[config.mk]
export PLATFORM = sky130hd
export DESIGN_NAME = cpo_clock_pin_output_control
export DESIGN_NICKNAME = d
export VERILOG_FILES = /design/src/cpo_pkg.sv /design/src/cpo_sync.sv /design/src/cpo_clock_pin_output_control.sv
export SDC_FILE = /design/constraint.sdc
export NUM_CORES = 1
export LEC_CHECK = 0
export BUFFER_PORTS_ARGS = -buffer_cell sky130_fd_sc_hd__buf_2
export CAP_MARGIN = 20
export CELL_PAD_IN_SITES_DETAIL_PLACEMENT = 0
export CELL_PAD_IN_SITES_GLOBAL_PLACEMENT = 1
export CORE_ASPECT_RATIO = 0.6
export CORE_MARGIN = 2
export CORE_UTILIZATION = 30
export CTS_CLUSTER_SIZE = 14
export DETAILED_ROUTE_END_ITERATION = 8
export HOLD_SLACK_MARGIN = 0.1
export PLACE_DENSITY_LB_ADDON = 0.3
export SYNTH_ARGS = -nofsm -noshare
export SYNTH_HDL_FRONTEND = slang
export SYNTH_SLANG_ARGS = --single-unit
export TNS_END_PERCENT = 10
[constraint.sdc]
create_clock -name clk -period 1.6 [get_ports clk]
set_input_delay 0 -clock clk [delete_from_list [all_inputs] [get_ports clk]]
set_output_delay 0 -clock clk [all_outputs]
set_load 0.01 [all_outputs]
[src/cpo_pkg.sv]
/*
  Shared types and constants for the clock pin output control block.
  Assumes a single 50 MHz system clock and no register bus.
*/
package cpo_pkg;

  // System clock period in ns, for reference by users of the block
  localparam int CPO_CLK_PERIOD_NS = 20;

  // Width of the free running divider counter
  localparam int CPO_DIV_W = 4;

  // Divider counter value after reset
  localparam logic [3:0] CPO_DIV_RESET = 4'h0;

  // Divide select field width
  localparam int CPO_SEL_W = 2;

  // Divide select value after reset (divide by two)
  localparam logic [1:0] CPO_SEL_RESET = 2'h0;

  // Bit positions of the two divide select inputs
  localparam int CPO_SEL_HI_POS = 1;
  localparam int CPO_SEL_LO_POS = 0;

  // Stages of the pin synchroniser
  localparam int CPO_SYNC_STAGES = 2;

  // Processing states of the device
  typedef enum logic [2:0] {
    CPO_NORMAL   = 3'b000,
    CPO_SLEEP    = 3'b001,
    CPO_SW_STBY  = 3'b010,
    CPO_HW_STBY  = 3'b011,
    CPO_ALL_STOP = 3'b100
  } cpo_state_type;

  // One driven pin: level and active low output enable
  typedef struct packed {
    logic out;
    logic oe_b;
  } cpo_pin_type;

  // Pin value after reset: released, high level
  localparam cpo_pin_type CPO_PIN_RESET = '{out: 1'b1, oe_b: 1'b1};

endpackage

[src/cpo_sync.sv]
/*
  Two stage level synchroniser for an asynchronous pin.
  Assumes the input changes slowly compared with clk.
*/
`timescale 1ns/1ps
module cpo_sync
(
  // Clock and reset
  input wire logic clk,
  input wire logic rst_b,
  // Asynchronous level and its synchronised copy
  input wire logic async_in,
  output logic sync_out
);
  import cpo_pkg::*;

  // First stage, read only by the second stage
  logic meta_q;
  logic meta_d;
  // Second stage
  logic sync_q;
  logic sync_d;

  // Next values of both stages
  always_comb
  begin
    meta_d = async_in;
    sync_d = meta_q;
  end

  // Register both stages; reset to the released level
  always_ff @(posedge clk or negedge rst_b)
  begin
    if (!rst_b)
    begin
      meta_q <= 1'b1;
      sync_q <= 1'b1;
    end
    else
    begin
      meta_q <= meta_d;
      sync_q <= sync_d;
    end
  end

  assign sync_out = sync_q;
endmodule

[src/cpo_clock_pin_output_control.sv]
/*
  Clock pin output control: drives the system clock pin and the memory
  clock pin from the divided system clock, gates them by stop bits and
  port direction, and sets each pin per processing state. Also guards
  the transfer controller halt bits and gates interrupt clearing of
  halted modules.
  Assumes control bits come from same-clock logic; only the hardware
  standby pin is asynchronous.
*/
// How it works
// - Stop bit set: pin high after bus cycle
// - Stop bit clear, direction output: clock driven
// - Direction zero: pin floats, stop ignored
// - Clock pin level per processing state
// - Memory stop: end of cycle, pin to port
// - Memory clock out regardless of direction
// - Memory pin level per processing state
// - No memory interface: pin is plain port
// - Software standby holds port pin levels
// - Halted module performs no interrupt clearing
// - Peripherals run from divided system clock
`timescale 1ns/1ps
module cpo_clock_pin_output_control
(
  // Clock and reset
  input wire logic clk,
  input wire logic rst_b,
  // Processing state and bus timing
  input wire cpo_pkg::cpo_state_type proc_state,
  input wire logic bus_cycle_end,
  input wire logic hw_standby_pin_b,
  // Clock control bits
  input wire logic clock_pin_stop_bit,
  input wire logic memory_clock_pin_stop_bit,
  input wire logic clock_divide_select_hi,
  input wire logic clock_divide_select_lo,
  // Port direction and data of the two pins
  input wire logic clock_pin_dir,
  input wire logic mem_pin_dir,
  input wire logic shared_port_chip_select_pin,
  input wire logic mem_if_present,
  // Transfer controller halt requests and activity
  input wire logic halt_write,
  input wire logic halt_write_by_core,
  input wire logic halt_req_a,
  input wire logic halt_req_b,
  input wire logic data_transfer_controller_busy,
  input wire logic external_dma_controller_busy,
  // Interrupt source clear requests of the two controllers
  input wire logic irq_clear_req_a,
  input wire logic irq_clear_req_b,
  // Pins
  output cpo_pkg::cpo_pin_type clock_pin,
  output cpo_pkg::cpo_pin_type mem_clock_pin,
  // Divided clock tick for peripherals and status
  output logic periph_tick,
  output logic transfer_ctrl_halt_bit_a,
  output logic transfer_ctrl_halt_bit_b,
  output logic irq_clear_ack_a,
  output logic irq_clear_ack_b
);
  import cpo_pkg::*;

  // Synchronised hardware standby pin, low means standby
  logic hw_stby_b;
  // Divider counter and divide select
  logic [CPO_DIV_W-1:0] div_q;
  logic [CPO_DIV_W-1:0] div_d;
  logic [CPO_SEL_W-1:0] sel;
  // Divided clock level and its end-of-period mask
  logic phi;
  logic [CPO_DIV_W-1:0] tick_mask;
  logic tick_q;
  logic tick_d;
  // Stop bits as taken at the end of a bus cycle
  logic clock_pin_stop_bit_q;
  logic clock_pin_stop_bit_d;
  logic mstop_q;
  logic mstop_d;
  // Shared port level held through software standby
  logic port_hold_q;
  logic port_hold_d;
  // Pin registers
  cpo_pin_type clk_pin_q;
  cpo_pin_type clk_pin_d;
  cpo_pin_type mem_pin_q;
  cpo_pin_type mem_pin_d;
  // Halt bits and interrupt clear answers
  logic halt_a_q;
  logic halt_a_d;
  logic halt_b_q;
  logic halt_b_d;
  logic ack_a_q;
  logic ack_a_d;
  logic ack_b_q;
  logic ack_b_d;
  // Effective standby: standby pin low or state input in hardware standby
  logic in_hw_stby;

  // Standby pin comes from outside the clock domain
  cpo_sync u_hw_stby_sync
  (
    .clk(clk),
    .rst_b(rst_b),
    .async_in(hw_standby_pin_b),
    .sync_out(hw_stby_b)
  );

  assign sel = {clock_divide_select_hi, clock_divide_select_lo};
  assign in_hw_stby = !hw_stby_b || (proc_state == CPO_HW_STBY);

  // Divider: counter bit sel gives clock divided by 2 to 16
  always_comb
  begin
    div_d = div_q + 4'h1;
    phi = div_q[sel];
    tick_mask = CPO_DIV_W'((5'h02 << sel) - 5'h01);
    tick_d = ((div_q & tick_mask) == tick_mask);
  end

  // Stop bits take effect only at a bus cycle boundary
  always_comb
  begin
    clock_pin_stop_bit_d = clock_pin_stop_bit_q;
    mstop_d = mstop_q;
    if (bus_cycle_end)
    begin
      clock_pin_stop_bit_d = clock_pin_stop_bit;
      mstop_d = memory_clock_pin_stop_bit;
    end
  end

  // System clock pin per direction, stop and state
  always_comb
  begin
    clk_pin_d = '{out: 1'b1, oe_b: 1'b0};
    if (!clock_pin_dir || in_hw_stby)
    begin
      clk_pin_d = '{out: 1'b1, oe_b: 1'b1};
    end
    else if (clock_pin_stop_bit_q || proc_state == CPO_SW_STBY)
    begin
      clk_pin_d = '{out: 1'b1, oe_b: 1'b0};
    end
    else
    begin
      clk_pin_d = '{out: phi, oe_b: 1'b0};
    end
  end

  // Memory clock pin; port level frozen in software standby
  always_comb
  begin
    port_hold_d = port_hold_q;
    if (proc_state != CPO_SW_STBY)
    begin
      port_hold_d = shared_port_chip_select_pin;
    end
    mem_pin_d = '{out: 1'b1, oe_b: 1'b1};
    if (in_hw_stby)
    begin
      mem_pin_d = '{out: 1'b1, oe_b: 1'b1};
    end
    else if (!mem_if_present || mstop_q)
    begin
      mem_pin_d = '{out: port_hold_q, oe_b: !mem_pin_dir};
    end
    else if (proc_state == CPO_SW_STBY)
    begin
      mem_pin_d = '{out: 1'b0, oe_b: 1'b0};
    end
    else
    begin
      mem_pin_d = '{out: phi, oe_b: 1'b0};
    end
  end

  // Transfer controller halt bits and interrupt clear gating
  always_comb
  begin
    halt_a_d = halt_a_q;
    halt_b_d = halt_b_q;
    if (halt_write && halt_write_by_core)
    begin
      if (!halt_req_a || !data_transfer_controller_busy)
      begin
        halt_a_d = halt_req_a;
      end
      if (!halt_req_b || !external_dma_controller_busy)
      begin
        halt_b_d = halt_req_b;
      end
    end
    ack_a_d = irq_clear_req_a && !halt_a_q;
    ack_b_d = irq_clear_req_b && !halt_b_q;
  end

  // Register every group; halts start cleared, pins released
  always_ff @(posedge clk or negedge rst_b)
  begin
    if (!rst_b)
    begin
      div_q <= CPO_DIV_RESET;
      tick_q <= 1'b0;
      clock_pin_stop_bit_q <= 1'b0;
      mstop_q <= 1'b0;
      port_hold_q <= 1'b0;
      clk_pin_q <= CPO_PIN_RESET;
      mem_pin_q <= CPO_PIN_RESET;
      halt_a_q <= 1'b0;
      halt_b_q <= 1'b0;
      ack_a_q <= 1'b0;
      ack_b_q <= 1'b0;
    end
    else
    begin
      div_q <= div_d;
      tick_q <= tick_d;
      clock_pin_stop_bit_q <= clock_pin_stop_bit_d;
      mstop_q <= mstop_d;
      port_hold_q <= port_hold_d;
      clk_pin_q <= clk_pin_d;
      mem_pin_q <= mem_pin_d;
      halt_a_q <= halt_a_d;
      halt_b_q <= halt_b_d;
      ack_a_q <= ack_a_d;
      ack_b_q <= ack_b_d;
    end
  end

  // Outputs straight from flip-flops
  assign clock_pin = clk_pin_q;
  assign mem_clock_pin = mem_pin_q;
  assign periph_tick = tick_q;
  assign transfer_ctrl_halt_bit_a = halt_a_q;
  assign transfer_ctrl_halt_bit_b = halt_b_q;
  assign irq_clear_ack_a = ack_a_q;
  assign irq_clear_ack_b = ack_b_q;
endmodule

==> summary.md, run 1 <==
| Metric | Value |
|---|---|
| Post-synth top area share | 0.440 |
| Final setup violation count | 0 |
| CP Launch Type | flip-flop |
| Total GRT Usage | 0.122 |
| Post-Synthesis Cells | 50 |
| Vias per cell | 4.12 |
| Final worst path period need | between 1 and 1.5 ns |
| Detailed Route Iter0 Violations | 5 |
| Outcome | complete, no violations |
| Post-synth cell types | 19 |
| DRC violations left | 0 |
| Cell Pwr Density | ~900 nW/um2 |
| Hold-fix buffers at CTS | 19 |
| Seq/Total Area, Yosys | 0.670 |
| CTS-repair resized insts | 0 |
| Post-synth top flop | dfrtp_1 |
| Top-Level Pins | 32 |
| First-pass GRT wire length | around 2.1 mm |
| Multi-input gate area | roughly 210 um2 |
| Initial antenna violation count | 0 |
| Crit Path Max Fanout | 5 |
| Fin. max-slew vios | 0 |
| Worst Reg-to-Reg Cells | 2 |
| Clock Pin Slew Worst Setup and Hold Paths | 0.06 ns |
| Total number of vias | around 550 |
| Slew headroom | 0.744 |
| Max Clock Freq | approximately 710 MHz |
| Cell taking the most area after synthesis | dfrtp_1 |
| Mapped cell area | 683 um2 |
| Met3 Wirelength | between 80 and 90 um |
| Layout cells sized above 1 | 0.433 |
| Min-Delay Path Depth | 4 |
| Post-synth EDFFs | 0 |
| Area contributors post-synth | dfrtp_1, dfstp_2, mux2_2, nor2b_1, mux4_2 |
| Top cells by count, synth | dfrtp_1, dfstp_2, nor2b_1 |
| Syn Nets | 74 |
| Setup TNS | 0 ns |
| Num rows | 13 |
| Drt pass-1 iters | 3 |
| CP Class | reg2reg |
| Worst Max-Slew Pin Slew | approximately 0.38 ns |
| Min-delay worst type | in2reg |
| CTS sink count | 18 |
| Max Cap Viol | 0 |
| Root buf cell | clkbuf_8 |
| Worst endpoint data arrival time | 1.57 ns |
| Routed WL | between 1 and 1.5 mm |
| Number of global-route vias before repair | 476 |
| Placer Congestion | just under 0.7 |
| Req. time, crit path | around 1.8 ns |
| Maximum buffer depth of the clock tree | 2 |
| # nets final | 129 |
| Yosys warning total | 0 |
| Pre-CTS worst setup slack | roughly 0.20 ns |
| Routed length on met1 | 604 um |
| Port bufs | 31 |
| RSZ-0062 raised after global routing | no |
| Largest net degree at the start of global routing | 19 |
| Endpoint class of the critical path | flip-flop |
| DR top layer | met4 |
| Sequential Area | roughly 460 um2 |
| Starting Density | 0.316 |
| Skew final | 0.000684 ns |
| Total grt overflow | 0 |
| Most common cell in the netlist | dfrtp_1 |
| Total power | 1020 uW |
| Tcrit/Tclk final | 0.876 |
| HPWL after DPL | ~980 um |
| Met2 WL post-DR | a little over 600 um |
| Core ar. | roughly 2200 um2 |
| Die H | 41.0 um |
| Final Hold Vio Count | 0 |
| WL/cell | about 10 um |
| Ys async rst share | 1.00 |
| P&R area growth vs syn | 64.1% |
| Total CTS buffers | 3 |
| Worst VDD drop | slightly above 0.5 mV |
| H-Tree Depth | 1 |
| Ant diodes | 0 |
| Syn_area_per_cell | 13.7 um2 |
| Antenna viol nets, final | 0 |
| Later-pin clock latency in the skew report | 0.25 ns |
| Fill cells | between 200 and 250 |
| Reg2reg setup slack | approximately 0.20 ns |
| #FFs+latches synth | 18 |
| CTS tree | yes |
| Static Leak | roughly 0.00054 uW |
| Setup repair bufs after CTS | 0 |
| Die W | 65.6 um |
| Overall die area | around 2700 um2 |
| PnR worst setup slack | 0.198 ns |
cells in the final DEF, fill, tap and decap left out:
cell / netlist / layout
o2111ai_1: 1 / 1
nand3b_1: 1 / 1
clkbuf_8: 0 / 4
o211ai_1: 1 / 1
nand2_1: 3 / 3
mux4_2: 1 / 1
mux2_2: 3 / 3
nor2b_1: 5 / 5
dlygate4sd3_1: 0 / 19
dfstp_2: 6 / 6
o21ai_0: 2 / 2
nor2_1: 3 / 3
a21oi_1: 1 / 1
dfrtp_1: 12 / 12
ha_1: 1 / 1
buf_2: 0 / 31
or4_1: 1 / 1
o22a_1: 2 / 2
nand3_1: 2 / 2
inv_1: 3 / 3
xor2_1: 1 / 1
xnor2_1: 1 / 1
through the flow:
stage               std cells  instance area, um2  hold WS (ns)   util
finish                    134                1120         0.103  0.518
global route              134                1120         0.135  0.518
CTS                       134                1120         0.101  0.518
detailed placement        111                 876       -0.0568  0.405
global placement          111                 876       -0.0581  0.405
floorplan                  50                 683        -0.296      -
worst paths after layout:
path	startpoint	to
max	div_q[0]$_DFF_PN0_	clock_pin[1]$_DFF_PN1_
min	clock_divide_select_lo	periph_tick$_DFF_PN0_
max reg2reg	div_q[0]$_DFF_PN0_	clock_pin[1]$_DFF_PN1_
min reg2reg	u_hw_stby_sync.meta_q$_DFF_PN1_	u_hw_stby_sync.sync_out$_DFF_PN1_
max in group asynchronous	rst_b	mem_clock_pin[0]$_DFF_PN1_
min in group asynchronous	rst_b	mstop_q$_DFFE_PN0P_
cells by family after synthesis:
logic type               after synthesis  synth area share
buffers and inverters                  3            0.0165
multiplexers                           4            0.0824
XOR/XNOR                               2            0.0256
AND/OR/NAND/NOR                       15             0.115
AO/OA/AOI/OAI                          7            0.0714
flip-flops                            18             0.670
adder cells (fa/ha/maj)                1            0.0183
state kept, by name, indices dropped and copies added (netlist names):
name and cells:
port_hold_q 1, irq_clear_ack_a 1, periph_tick 1, clock_pin 2
clock_pin_stop_bit_q 1, u_hw_stby_sync.sync_out 1, transfer_ctrl_halt_bit_a 1, irq_clear_ack_b 1
div_q 4, mstop_q 1, transfer_ctrl_halt_bit_b 1, mem_clock_pin 2
u_hw_stby_sync.meta_q 1
critical path, stage by stage, from the launching register on:
cell     delay, ns
dfrtp_1       0.43
mux4_2        0.48
or4_1         0.40
where the power goes:
| group | total, uW | internal [uW] | switching, uW |
|---|---|---|---|
| Clock | 361 | 218 | 143 |
| Sequential | 505 | 491 | 13.5 |
| Combinational | 150 | 94.9 | 55.5 |
| Total | 1020 | 805 | 212 |
routing by layer:
metal  up-vias  track usage
met4         0       0.0938
met3         4       0.0412
met1       249        0.139
li1        282            -
met2        17        0.202
met5         -            0
final cells by class:
type / count / share of cell area
sequential: 18 / 0.408
inverter: 3 / 0.0100
multi-input combinational: 29 / 0.191
timing repair buffer: 50 / 0.308
clock buffer: 4 / 0.0491
tap: 30 / 0.0335
Power figures use the tool's default switching activity.
==> run 2, diff against run 1 <==
CTS_BUF_LIST = sky130_fd_sc_hd__clkbuf_4   (was default)
==> run 2 against run 1 <==
Net effect:
- total power fell by 13%
- combinational power up 4%
- utilization is 0.058 points higher
- die area stayed put
- sequential cell count unchanged
==> summary.md, run 2 (synthesized netlist as in run 1, its figures left out) <==
| Metric | Value |
|---|---|
| RSZ-0062 raised after global routing | no |
| WL/cell | between 9 and 10 um |
| Final setup violation count | 0 |
| Largest net degree at the start of global routing | 19 |
| Antenna viol nets, final | 0 |
| Endpoint class of the critical path | flip-flop |
| Starting Density | 0.316 |
| Overall die area | 2690 um2 |
| Most flop-heavy register | div_q |
| Core ar. | 2160 um2 |
| Slew headroom | 0.744 |
| CTS tree | yes |
| Cell Pwr Density | 784 nW/um2 |
| Top-Level Pins | 32 |
| H-Tree Depth | 1 |
| Die W | 65.6 um |
| DRC violations left | 0 |
| CP bufs+invs | 3 |
| Port bufs | 31 |
| Max reg flops | 4 |
| Layout cells sized above 1 | 0.411 |
| Static Leak | between 0.0005 and 0.0006 uW |
| # nets final | about 130 |
| CP most frequent cell | dlygate4sd3_1 |
| Fill cells | just over 200 |
| Skew final | ~0.0024 ns |
| Total CTS buffers | 3 |
| Setup TNS | 0 ns |
| CP top delay family | buffers and inverters |
| Max Cap Viol | 0 |
| Clock Pin Slew Worst Setup and Hold Paths | approximately 0.090 ns |
| CP Class | in2reg |
| First-pass GRT wire length | ~2.2 mm |
| Tcrit/Tclk final | 0.928 |
| Worst Max-Slew Pin Slew | about 0.38 ns |
| Fin. max-slew vios | 0 |
| Maximum buffer depth of the clock tree | 2 |
| P&R area growth vs syn | 64.3% |
| CTS sink count | 18 |
| Later-pin clock latency in the skew report | 0.29 ns |
| Ant diodes | 0 |
| Worst VDD drop | between 0.5 and 0.6 mV |
| Die H | roughly 41 um |
| CTS-repair resized insts | 0 |
| Worst endpoint data arrival time | ~1.7 ns |
| Total number of vias | 572 |
| CP Launch Type | input pin |
| Number of global-route vias before repair | 495 |
| Num rows | 13 |
| CP peak stage delay | around 0.55 ns |
| Outcome | complete, no violations |
| Total grt overflow | 0 |
| Routed WL | 1.36 mm |
| Final Hold Vio Count | 0 |
| Min-delay worst type | in2reg |
| Commonest non-fill, non-tap cells in the layout | buf_2, dlygate4sd3_1, dfrtp_1 |
| Detailed Route Iter0 Violations | 6 |
| Crit Path Max Fanout | 2 |
| Finished Core Util | 0.519 |
| Root buf cell | clkbuf_4 |
| Commonest non-fill, non-tap cell in the layout | buf_2 |
| Vias per cell | 4.18 |
| Max Clock Freq | 674 MHz |
| Final worst path period need | roughly 1.5 ns |
| CP max-delay cell | dlygate4sd3_1 |
| Initial antenna violation count | 0 |
| Drt pass-1 iters | 4 |
| Req. time, crit path | between 1.5 and 2 ns |
| Placer Congestion | roughly 0.7 |
| HPWL after DPL | slightly below 1 mm |
| Total GRT Usage | 0.120 |
| Crit-path cells | dlygate4sd3_1 -> buf_2 -> nor2b_1 -> mux2_2 -> dlygate4sd3_1 |
[run 2: cell count changes in the layout (fill, tap and decap cells not counted), sizes merged]
cell / previous run / this run
dlygate4sd3: 19 / 22
clkinv: 0 / 1
clkbuf: 4 / 3
[run 2: final timing paths]
check	start	endpoint	slack, ns	cells after the start
max	proc_state[0]	port_hold_q$_DFFE_PN0N_	0.12	5
min reg2reg	u_hw_stby_sync.meta_q$_DFF_PN1_	u_hw_stby_sync.sync_out$_DFF_PN1_	0.36	0
min	clock_divide_select_lo	clock_pin[1]$_DFF_PN1_	0.13	3
max reg2reg	div_q[0]$_DFF_PN0_	clock_pin[1]$_DFF_PN1_	0.20	2
min in group asynchronous	rst_b	port_hold_q$_DFFE_PN0N_	0.16	2
max in group asynchronous	rst_b	u_hw_stby_sync.meta_q$_DFF_PN1_	1.13	2
[run 2: timing repair]
action	4_1_cts	5_1_grt
hold endpoints to repair	31	0
buffers inserted	0	0
hold buffers	22	0
[run 2: tightest hold or removal path: stages]
cell    delay [ns]
buf_2         0.10
mux4_2        0.18
or4_1         0.10
[run 2: through the flow]
stage	instance area (um2)	cells	total power, uW	setup WS (ns)	hold WS (ns)
after floorplan	683	50	555	0.273	-0.296
after global placement	876	111	617	0.241	-0.0581
after detailed placement	876	111	618	0.201	-0.0568
after CTS	1120	137	894	0.132	0.117
after global routing	1120	137	938	0.0600	0.134
final	1120	137	880	0.115	0.126
[run 2: report_power, final]
group	total, uW	switching, uW	internal, uW	leakage (uW)
Combinational	156	56.8	99.6	0.000307
Sequential	504	13.2	490	0.000214
Clock	220	129	90.6	0.0000154
[run 2: cell type report]
class / count / area, um2 / area share
Clock buffer: 3 / 22.5 / 0.0201
Timing Repair Buffer: 53 / 375 / 0.334
Multi-Input combinational cell: 29 / 214 / 0.191
Tap cell: 30 / 37.5 / 0.0334
Clock inverter: 1 / 3.75 / 0.00334
Sequential cell: 18 / 458 / 0.408
Inverter: 3 / 11.3 / 0.0100
[run 2: metal layers]
metal | up-vias | GRT usage | part of all wire
li1 | 291 | - | -
met2 | 18 | 0.212 | 0.48
met4 | 0 | 0.0625 | 0.014
met3 | 2 | 0.0495 | 0.064
met1 | 261 | 0.132 | 0.45
met5 | - | 0 | 0
